$ cat config.mk
export PLATFORM = sky130hd
export DESIGN_NAME = sbo_standby_osc
export DESIGN_NICKNAME = d
export VERILOG_FILES = /design/src/rtl/sbo_pkg.sv /design/src/rtl/sbo_standby_osc.sv
export SDC_FILE = /design/constraint.sdc
export NUM_CORES = 1
export LEC_CHECK = 0
export BUFFER_PORTS_ARGS = -buffer_cell sky130_fd_sc_hd__buf_2
export CAP_MARGIN = 20
export CORE_MARGIN = 2
export CORE_UTILIZATION = 45
export DETAILED_ROUTE_END_ITERATION = 12
export PLACE_DENSITY = 0.7
export RECOVER_POWER = 100
export SETUP_SLACK_MARGIN = 0.1
export SLEW_MARGIN = 20
export SYNTH_ARGS = -nofsm -noshare
export SYNTH_HDL_FRONTEND = slang
export SYNTH_SLANG_ARGS = --single-unit
$ cat constraint.sdc
create_clock -name pclk -period 3 [get_ports pclk]
set_input_delay 0.3 -clock pclk [delete_from_list [all_inputs] [get_ports pclk]]
set_output_delay 0.3 -clock pclk [all_outputs]
set_load 0.005 [all_outputs]
$ cat src/rtl/sbo_pkg.sv
// package for the standby request and oscillator ready block
// assumes a 32-bit apb slave on pclk and 8-bit registers in the low byte
package sbo_pkg;
  // ------------------------------------------------------------
  // register byte offsets
  // ------------------------------------------------------------
  localparam logic [7:0] OFF_STANDBY = 8'h00;
  localparam logic [7:0] OFF_OSC     = 8'h04;
  localparam logic [7:0] OFF_IRQ_ST  = 8'h08;
  localparam logic [7:0] OFF_IRQ_MSK = 8'h0c;
  localparam logic [7:0] OFF_STATE   = 8'h10;

  // ------------------------------------------------------------
  // standby_request_control fields
  // ------------------------------------------------------------
  localparam int HALT_BIT  = 7;
  localparam int DOZE_BIT  = 6;
  localparam int FLOAT_BIT = 5;
  localparam int SOFT_RESET_REQUEST_BIT  = 4;
  localparam int TBW_BIT   = 3;
  localparam logic [7:0] STANDBY_RESET = 8'h00;

  // ------------------------------------------------------------
  // oscillator_ready_and_enable fields: ready in [7:4], enable in [3:0]
  // index 3 low xtal, 2 high xtal, 1 low rc, 0 high rc
  // ------------------------------------------------------------
  localparam int RDY_LSB = 4;
  localparam int EN_LSB  = 0;
  localparam logic [3:0] OSC_EN_RESET = 4'h3;

  // ------------------------------------------------------------
  // interrupt status bits
  // ------------------------------------------------------------
  localparam int EV_ENTER  = 0;
  localparam int EV_WAKE   = 1;
  localparam int EV_IGNORE = 2;
  localparam int EV_SOFT_RESET_REQUEST   = 3;
  localparam int EV_RDY    = 4;

  // ------------------------------------------------------------
  // clock modes seen on the mode monitor
  // ------------------------------------------------------------
  localparam logic [2:0] MODE_LOW_XTAL = 3'h0;
  localparam logic [2:0] MODE_LOW_RC   = 3'h4;

  // ------------------------------------------------------------
  // timing
  // ------------------------------------------------------------
  localparam int SOFT_RESET_REQUEST_CYCLES = 3; // machine clocks of software reset
  localparam int CNT_W       = 16;

  typedef enum logic [2:0] {
    SBO_RUN      = 3'b000,
    SBO_DOZE     = 3'b001,
    SBO_HALT     = 3'b010,
    SBO_TIMEBASE = 3'b011,
    SBO_WATCH    = 3'b100
  } sbo_state_t;
endpackage

$ cat src/rtl/sbo_standby_osc.sv
// standby request control, software reset and oscillator ready flags
// assumes apb master on pclk; oscillator clocks arrive asynchronously;
// clock mode monitor and interrupt pending come from pclk logic
// soft reset only drives soft_reset_n; this block keeps running through it
//
// Notes on behaviour
// writing halt bit one enters stop mode
// writing doze bit one enters sleep mode
// pending interrupt makes stop sleep watch writes ignored
// float select zero keeps pin levels
// float select one floats pins, pull-ups kept
// soft reset bit gives three-cycle reset pulse
// watch request in main modes enters timebase
// watch request in sub modes enters watch
// request bits read zero, zero writes ignored
// bits two to zero read zero
// priority soft reset, stop, watch, sleep
// software checks mode change done before standby
// release from standby returns to run
// low xtal ready flag read-only after wait
// high xtal ready flag read-only after wait
// low rc ready flag read-only after wait
// high rc ready flag read-only after wait
// wait lasts target, at most one more cycle
// disable clears flag, enable restarts counter
`timescale 1ns/1ps
`default_nettype none
module sbo_standby_osc #(
  parameter int LOW_RC_WAIT  = 64,
  parameter int HIGH_RC_WAIT = 64
) (
  input  wire logic        pclk,
  input  wire logic        presetn,
  input  wire logic        psel,
  input  wire logic        penable,
  input  wire logic        pwrite,
  input  wire logic [7:0]  paddr,
  input  wire logic [31:0] pwdata,
  output logic      [31:0] prdata,
  output logic             pready,
  output logic             pslverr,
  input  wire logic [2:0]  clock_mode_monitor,
  input  wire logic        intr_pending,
  input  wire logic        wake_event,
  input  wire logic [3:0]  low_wait_sel,
  input  wire logic [3:0]  high_wait_sel,
  input  wire logic [3:0]  osc_clk_in,
  output logic      [2:0]  standby_state,
  output logic             pin_hold,
  output logic             pin_float,
  output logic             soft_reset_n,
  output logic      [3:0]  osc_enable,
  output logic             irq
);

  // ------------------------------------------------------------
  // state
  // ------------------------------------------------------------
  // every flop of the block lives in this one struct
  typedef struct packed {
    sbo_pkg::sbo_state_t                st;
    logic                               flt;
    logic [3:0]                         en;
    logic [1:0]                         soft_reset_request_cnt;
    logic                               soft_reset_request_n;
    logic [3:0]                         s1;
    logic [3:0]                         s2;
    logic [3:0]                         s3;
    logic [3:0]                         acc;
    logic [3:0][sbo_pkg::CNT_W-1:0]     cnt;
    logic [3:0]                         rdy;
    logic [7:0]                         ist;
    logic [7:0]                         msk;
    logic                               irq;
    logic [31:0]                        rdata;
    logic                               rdy_bus;
    logic                               err;
    logic                               hold;
    logic                               hiz;
  } sbo_regs_t;

  sbo_regs_t r;
  sbo_regs_t next_r;

  // ------------------------------------------------------------
  // wait targets in oscillator cycles
  // ------------------------------------------------------------
  // low xtal: 2^(sel)-2 cycles for sel >= 1, sel 0 same as sel 1
  // a target of zero lets the flag rise at the first check
  function automatic logic [sbo_pkg::CNT_W-1:0] low_target(input logic [3:0] sel);
    logic [4:0] e;
    e = (sel == 4'h0) ? 5'h01 : {1'b0, sel};
    low_target = sbo_pkg::CNT_W'((32'h1 << e) - 32'h2);
  endfunction

  // high xtal: one power below the low xtal table, floor of zero
  // selects 0 to 2 all give a zero wait
  function automatic logic [sbo_pkg::CNT_W-1:0] high_target(input logic [3:0] sel);
    logic [4:0] e;
    e = (sel <= 4'h2) ? 5'h01 : (5'(sel) - 5'h01);
    high_target = sbo_pkg::CNT_W'((32'h1 << e) - 32'h2);
  endfunction

  // rc oscillators have a fixed wait set per build
  logic [3:0][sbo_pkg::CNT_W-1:0] target;
  assign target[3] = low_target(low_wait_sel);
  assign target[2] = high_target(high_wait_sel);
  assign target[1] = sbo_pkg::CNT_W'(LOW_RC_WAIT);
  assign target[0] = sbo_pkg::CNT_W'(HIGH_RC_WAIT);

  // ------------------------------------------------------------
  // next state
  // ------------------------------------------------------------
  always_comb
  begin
    logic       acc_wr;
    logic [7:0] wb;
    logic [7:0] ev;
    logic [3:0] tick;
    logic       sub_mode;
    logic       any_req;
    logic       mapped;
    logic [7:0] rd;
    logic       std_wr;
    logic       soft_reset_request_req;
    logic       low_pow;
    // scratch terms start cleared so no latch can form
    acc_wr   = 1'b0;
    wb       = 8'h00;
    ev       = 8'h00;
    tick     = 4'h0;
    sub_mode = 1'b0;
    any_req  = 1'b0;
    mapped   = 1'b0;
    rd       = 8'h00;
    std_wr   = 1'b0;
    soft_reset_request_req = 1'b0;
    low_pow  = 1'b0;
    next_r   = r;

    // ------------------------------------------------------------
    // oscillator ready
    // ------------------------------------------------------------
    // oscillator clock sampling, change taken once stages two and three agree
    // stage one feeds stage two only, never any decision
    next_r.s1 = osc_clk_in;
    next_r.s2 = r.s1;
    next_r.s3 = r.s2;
    for (int i = 0; i < 4; i++)
    begin
      if (r.s2[i] == r.s3[i])
      begin
        next_r.acc[i] = r.s3[i];
        tick[i]       = r.s3[i] & ~r.acc[i];
      end
    end

    // apb write takes effect at the edge where pready is sampled high
    // an unmapped access answers with pslverr and never writes
    acc_wr = psel & penable & r.rdy_bus & pwrite & ~r.err;
    wb     = pwdata[7:0];

    // stabilization counters and ready flags
    // counting stops at the target, so a long wait cannot wrap back
    for (int i = 0; i < 4; i++)
    begin
      if (!r.en[i])
      begin
        next_r.cnt[i] = '0;
        next_r.rdy[i] = 1'b0;
      end
      else if (r.cnt[i] >= target[i])
      begin
        next_r.rdy[i] = 1'b1;
        if (!r.rdy[i])
          ev[sbo_pkg::EV_RDY + i] = 1'b1;
      end
      else if (tick[i])
      begin
        next_r.cnt[i] = r.cnt[i] + 1'b1;
      end
    end

    // ------------------------------------------------------------
    // standby control and software reset
    // ------------------------------------------------------------
    // software reset pulse countdown, low for three cycles then released
    if (r.soft_reset_request_cnt != 2'h0)
    begin
      next_r.soft_reset_request_cnt = r.soft_reset_request_cnt - 2'h1;
      next_r.soft_reset_request_n   = (r.soft_reset_request_cnt == 2'h1);
    end

    // clock mode decides between timebase and watch
    sub_mode = (clock_mode_monitor == sbo_pkg::MODE_LOW_XTAL) ||
               (clock_mode_monitor == sbo_pkg::MODE_LOW_RC);

    // control write: float select always lands, requests are decoded
    std_wr   = acc_wr && (paddr == sbo_pkg::OFF_STANDBY);
    soft_reset_request_req = std_wr && wb[sbo_pkg::SOFT_RESET_REQUEST_BIT];
    any_req  = std_wr && !soft_reset_request_req &&
               (wb[sbo_pkg::HALT_BIT] || wb[sbo_pkg::DOZE_BIT] || wb[sbo_pkg::TBW_BIT]);
    if (std_wr)
      next_r.flt = wb[sbo_pkg::FLOAT_BIT];

    // software reset outranks every request and ignores pending interrupts
    if (soft_reset_request_req)
    begin
      next_r.soft_reset_request_cnt      = 2'(sbo_pkg::SOFT_RESET_REQUEST_CYCLES);
      next_r.soft_reset_request_n        = 1'b0;
      ev[sbo_pkg::EV_SOFT_RESET_REQUEST] = 1'b1;
    end

    // standby state machine: requests act only from run
    case (r.st)
      sbo_pkg::SBO_RUN:
      begin
        if (any_req && intr_pending)
        begin
          ev[sbo_pkg::EV_IGNORE] = 1'b1;
        end
        else if (any_req && wb[sbo_pkg::HALT_BIT])
        begin
          next_r.st             = sbo_pkg::SBO_HALT;
          ev[sbo_pkg::EV_ENTER] = 1'b1;
        end
        else if (any_req && wb[sbo_pkg::TBW_BIT])
        begin
          next_r.st             = sub_mode ? sbo_pkg::SBO_WATCH
                                           : sbo_pkg::SBO_TIMEBASE;
          ev[sbo_pkg::EV_ENTER] = 1'b1;
        end
        else if (any_req && wb[sbo_pkg::DOZE_BIT])
        begin
          next_r.st             = sbo_pkg::SBO_DOZE;
          ev[sbo_pkg::EV_ENTER] = 1'b1;
        end
      end
      sbo_pkg::SBO_DOZE,
      sbo_pkg::SBO_HALT,
      sbo_pkg::SBO_TIMEBASE,
      sbo_pkg::SBO_WATCH:
      begin
        // a request while already in standby is refused, not queued
        if (any_req)
        begin
          ev[sbo_pkg::EV_IGNORE] = 1'b1;
        end
        if (wake_event)
        begin
          next_r.st            = sbo_pkg::SBO_RUN;
          ev[sbo_pkg::EV_WAKE] = 1'b1;
        end
      end
      default:
      begin
        // unused codes fall back to run so the machine cannot lock up
        next_r.st = sbo_pkg::SBO_RUN;
      end
    endcase

    // ------------------------------------------------------------
    // registers and bus
    // ------------------------------------------------------------
    // enable and mask writes; ready bits are not writable
    if (acc_wr && paddr == sbo_pkg::OFF_OSC)
    begin
      next_r.en = wb[3:0];
    end
    if (acc_wr && paddr == sbo_pkg::OFF_IRQ_MSK)
    begin
      next_r.msk = wb;
    end

    // sticky status: set wins over write-one-clear
    if (acc_wr && paddr == sbo_pkg::OFF_IRQ_ST)
    begin
      next_r.ist = (r.ist & ~wb) | ev;
    end
    else
    begin
      next_r.ist = r.ist | ev;
    end
    // irq level follows the new status and mask at the same edge
    next_r.irq = |(next_r.ist & next_r.msk);

    // pin behaviour in stop, timebase and watch; sleep leaves pins running
    low_pow     = (next_r.st == sbo_pkg::SBO_HALT) ||
                  (next_r.st == sbo_pkg::SBO_TIMEBASE) ||
                  (next_r.st == sbo_pkg::SBO_WATCH);
    next_r.hold = low_pow && !next_r.flt;
    next_r.hiz  = low_pow && next_r.flt;

    // apb read mux and one wait state
    // read data is taken one cycle ahead and stands with pready
    case (paddr)
      sbo_pkg::OFF_STANDBY:
      begin
        mapped = 1'b1;
        rd     = 8'h00;
        rd[sbo_pkg::FLOAT_BIT] = r.flt;
      end
      sbo_pkg::OFF_OSC:
      begin
        mapped = 1'b1;
        rd     = {r.rdy, r.en};
      end
      sbo_pkg::OFF_IRQ_ST:
      begin
        mapped = 1'b1;
        rd     = r.ist;
      end
      sbo_pkg::OFF_IRQ_MSK:
      begin
        mapped = 1'b1;
        rd     = r.msk;
      end
      sbo_pkg::OFF_STATE:
      begin
        mapped = 1'b1;
        rd     = {5'h00, r.st};
      end
      default:
      begin
        mapped = 1'b0;
        rd     = 8'h00;
      end
    endcase
    // pready for one cycle only, then low for the next setup
    if (psel && penable && !r.rdy_bus)
    begin
      next_r.rdy_bus = 1'b1;
      next_r.err     = ~mapped;
      next_r.rdata   = (pwrite || !mapped) ? 32'h0000_0000 : {24'h00_0000, rd};
    end
    else
    begin
      next_r.rdy_bus = 1'b0;
      next_r.err     = 1'b0;
    end
  end

  // ------------------------------------------------------------
  // state register
  // ------------------------------------------------------------
  always_ff @(posedge pclk or negedge presetn)
  begin
    // reset loads constants only
    if (!presetn)
    begin
      r          <= '0;
      r.st       <= sbo_pkg::SBO_RUN;
      r.flt      <= sbo_pkg::STANDBY_RESET[sbo_pkg::FLOAT_BIT];
      r.en       <= sbo_pkg::OSC_EN_RESET;
      r.soft_reset_request_n   <= 1'b1;
    end
    else
    begin
      r <= next_r;
    end
  end

  // ------------------------------------------------------------
  // outputs, all from flops
  // ------------------------------------------------------------
  assign prdata        = r.rdata;
  assign pready        = r.rdy_bus;
  assign pslverr       = r.err;
  assign standby_state = r.st;
  assign pin_hold      = r.hold;
  assign pin_float     = r.hiz;
  assign soft_reset_n  = r.soft_reset_request_n;
  assign osc_enable    = r.en;
  assign irq           = r.irq;

endmodule
`default_nettype wire

==> summary.md <==
| Metric | Value |
|---|---|
| Outcome | complete, but fails checks |
| Failing checks | max-capacitance violations, max-slew violations, negative setup slack |
| Busiest layer in global routing | met2 |
| Reg-to-Reg Start | pready |
| Reg-to-reg setup timing slack | 0.46 ns |
| Placeable Area | 16500 µm² |
| Initial Utilization | 0.457 |
| CTS tree | done |
| Detailed Place HPWL | 12.6 mm |
| Layout cell share with drive strength beyond 1 | 0.290 |
| RD Place Congestion | 0.849 |
| Row count | 47 |
| RSZ-0062 raised after global routing | yes |
| Die Span X | 134 µm |
| Crit-path max FO | 6 |
| Sequential share of power | 0.378 |
| Worst setup SP type | input pin |
| Worst-Skew Late Latency | 0.42 ns |
| Final Cell Area | 9960 µm² |
| Comb power frac | 0.210 |
| CP Capture Type | flip-flop |
| Commonest non-fill, non-tap cell in the layout | dfrtp_1 |
| H-tree Lvls | 4 |
| Switching part of the total power | 0.277 |
| Mean post-synth cell area | 9.17 µm² |
| Critical path origin | low_wait_sel[3] |
| Cell area after synthesis | 7560 µm² |
| Fin crit share | 1.06 |
| Total global-route track usage | 0.217 |
| Register-to-Register Path Depth | 7 |
| Global route overflow | 0 |
| Setup crit end | r[116] |
| Die height | 134 µm |
| Yosys cell types | 69 |
| Max-cap violations | 1 |
| Initial DRT Pass Iterations | 5 |
| DR iter-0 viols | 470 |
| NetSw | 1.42 mW |
| Worst Path Arrival | 3.50 ns |
| Final WL | 19.0 mm |
| Fin. Hold Viols | 0 |
| Most frequent cells in the layout | dfrtp_1 (121), buf_4 (85), nand2_1 (84) |
| DR vias | 6693 |
| Routed WL per cell | 15.8 µm |
| Peak supply drop | 0.511 mV |
| Fraction of registers with async set/reset | 1.00 |
| Top FF cell, synth | dfrtp_1 |
| Worst-Margin Slew | 2.17 ns |
| FILL cells | 1356 |
| Synth-to-Final Area Change | 31.7% |
| Clock tree buffer depth | 2 |
| Worst Hold Class | in -> reg |
| Nets | 1073 |
| Worst Slack Setup Final | -0.182 ns |
| Synthesis-stage register bit count | 124 |
| Clk slew on worst S/H paths | 0.06 ns |
| DR vias/cell | 5.58 |
| Met1 Use GR | 0.288 |
| Slew HR | -0.445 |
| Cell Int Power | 3.70 mW |
| Clock network fraction of total power | 0.412 |
| Setup Skew | 0.0206 ns |
| CTS sink count | 124 |
| Yosys warns | 0 |
| IO Port Bufs | 57 |
| Power density over cell area | 513 nW/µm² |
| Largest net degree at the start of global routing | 86 |
| Slew Viols, Final | 40 |
| Total leakage power | 4.33 nW |
| Post-synth EDFFs | 0 |
| Root buf cell | clkbuf_16 |
| Worst Path Required | 3.32 ns |
| Register area share after synthesis | 0.411 |
| Post-place instance area | 8560 µm² |
| Post-Syn Instances | 824 |
| Inserted Diodes | 0 |
| CP Class | in -> reg |
| Met2 usage | 0.352 |
| I/O Pins | 107 |
| Hold slack final | 0.0712 ns |
| First-pass GRT wire length | 31.5 mm |
| Highest Clock Rate | 314 MHz |
| Setup violators final | 19 |
| Post-route ant nets | 0 |
| Reg-to-Reg End | irq |
| Vias in the first global route | 6521 |
| Final critical-path required period | 3.18 ns |
| CTS buffer count | 17 |
| Initial antenna violation count | 0 |
| Total die area | 17800 µm² |
| Met3 usage | 0.0483 |
| Post-route DRC | 0 |
[sequential cells by signal, summed over array words and instances (netlist names)]
name,count
prdata,8
irq,1
next_r,8
soft_reset_n,1
pin_float,1
pin_hold,1
pready,1
standby_state,3
osc_enable,4
pslverr,1
r,95
[synthesized netlist by cell type, types with 4 or more instances]
cell type	number	area share
buf_2	4	0.0026
ha_1	45	0.075
o31ai_1	20	0.020
a31oi_1	4	0.0033
nand4_1	22	0.018
nor2b_1	13	0.011
maj3_1	4	0.0053
a21o_1	6	0.0060
a41oi_1	4	0.0046
xor2_1	4	0.0046
a21oi_1	49	0.032
o21a_1	12	0.012
mux2i_1	6	0.0079
nand2_1	89	0.044
buf_4	40	0.040
a211oi_1	7	0.0070
clkbuf_1	24	0.012
and2_1	21	0.017
nand3_1	24	0.016
o2111ai_1	4	0.0046
nor4_1	9	0.0074
xnor2_1	13	0.015
nor2_1	45	0.022
nor3_1	10	0.0066
inv_1	43	0.021
o21ai_0	52	0.034
nand3b_1	6	0.0060
and3_1	5	0.0041
or3_1	11	0.0091
a22oi_1	8	0.0079
a222oi_1	4	0.0053
o41ai_1	5	0.0058
mux2_2	10	0.015
dfrtp_1	121	0.40
or2_2	5	0.0041
or4_1	15	0.015
nand2b_1	10	0.0083
[how the worst min path moves through the flow]
stage / to / start / cells after the start / slack [ns]
5_1_grt: soft_reset_n / pwdata[4] / 2 / 0.06
6_report: soft_reset_n / pwdata[4] / 2 / 0.07
4_1_cts: soft_reset_n / pwdata[4] / 2 / 0.07
2_1_floorplan: irq / presetn / 0 / 0.004
3_3_place_gp: r[139] / presetn / 1 / 0.31
3_5_place_dp: r[139] / presetn / 1 / 0.32
[power groups by stage]
stage                     registers, mW  logic, mW  clock network (mW)
final                              1.93       1.07                2.10
after global routing               1.95       1.21                2.22
after CTS                          1.92      0.986                2.14
after detailed placement           1.95      0.887                   0
after global placement             1.94      0.868                   0
after floorplan                    1.91      0.623                   0
[metrics by stage]
| stage | instances | utilization | total power [mW] | TNS, ns | worst slack [ns] |
|---|---|---|---|---|---|
| 2_1_floorplan | 847 | - | 2.53 | -10.24 | -0.583 |
| 3_3_place_gp | 1127 | 0.518 | 2.81 | -14.17 | -0.566 |
| 3_5_place_dp | 1127 | 0.518 | 2.83 | -15.12 | -0.606 |
| 4_1_cts | 1192 | 0.585 | 5.04 | -0.212 | -0.0348 |
| 5_1_grt | 1199 | 0.602 | 5.38 | -5.40 | -0.272 |
| 6_report | 1199 | 0.602 | 5.11 | -1.25 | -0.182 |
[cell families after synthesis]
logic type | after synthesis | synth area share
and+or+nand+nor | 300 | 0.209
AOI/OAI and AO/OA | 205 | 0.178
DFF | 124 | 0.411
buffers and inverters | 111 | 0.0757
adders and majority gates | 49 | 0.0798
xor gates and xnor gates | 17 | 0.0197
muxes | 17 | 0.0258
other | 1 | 0.000496
[worst max-delay path, stage by stage]
cell and delay [ns]:
buf_8 0.11, inv_8 0.04, ha_4 0.12, nor2b_4 0.14, a21oi_2 0.04, or2_4 0.24, ha_4 0.16, buf_6 0.12
buf_4 0.13, nor2b_1 0.17, a41oi_2 0.18, ha_1 0.28, a21oi_1 0.14, o21ai_1 0.12, or3_4 0.36, buf_6 0.13
or4_4 0.51, a21oi_2 0.19
[what timing repair did]
action                     CTS  global route
gates resized for setup     45            66
buffers inserted            24            11
gates cloned                 4             0
hold buffers                 5             0
hold endpoints to repair    41             0
pin swaps                   42            34
setup endpoints to repair   27            37
[routing by layer]
layer | wire [µm] | up-vias | part of all wire
met5 | 0 | - | 0
met4 | 344 | 0 | 0.018
met3 | 785 | 35 | 0.041
met2 | 9390 | 147 | 0.49
met1 | 8480 | 3291 | 0.45
li1 | - | 3220 | -
[final cells by class]
cell class | instances | area (µm²) | share of cell area
inverter | 43 | 181 | 0.0182
clock buffer | 26 | 499 | 0.0501
sequential | 124 | 3110 | 0.312
tap | 220 | 275 | 0.0276
clock inverter | 6 | 108 | 0.0108
timing repair buffer | 167 | 1230 | 0.124
multi-input combinational | 613 | 4550 | 0.457
(Power assumes the default switching activity.)
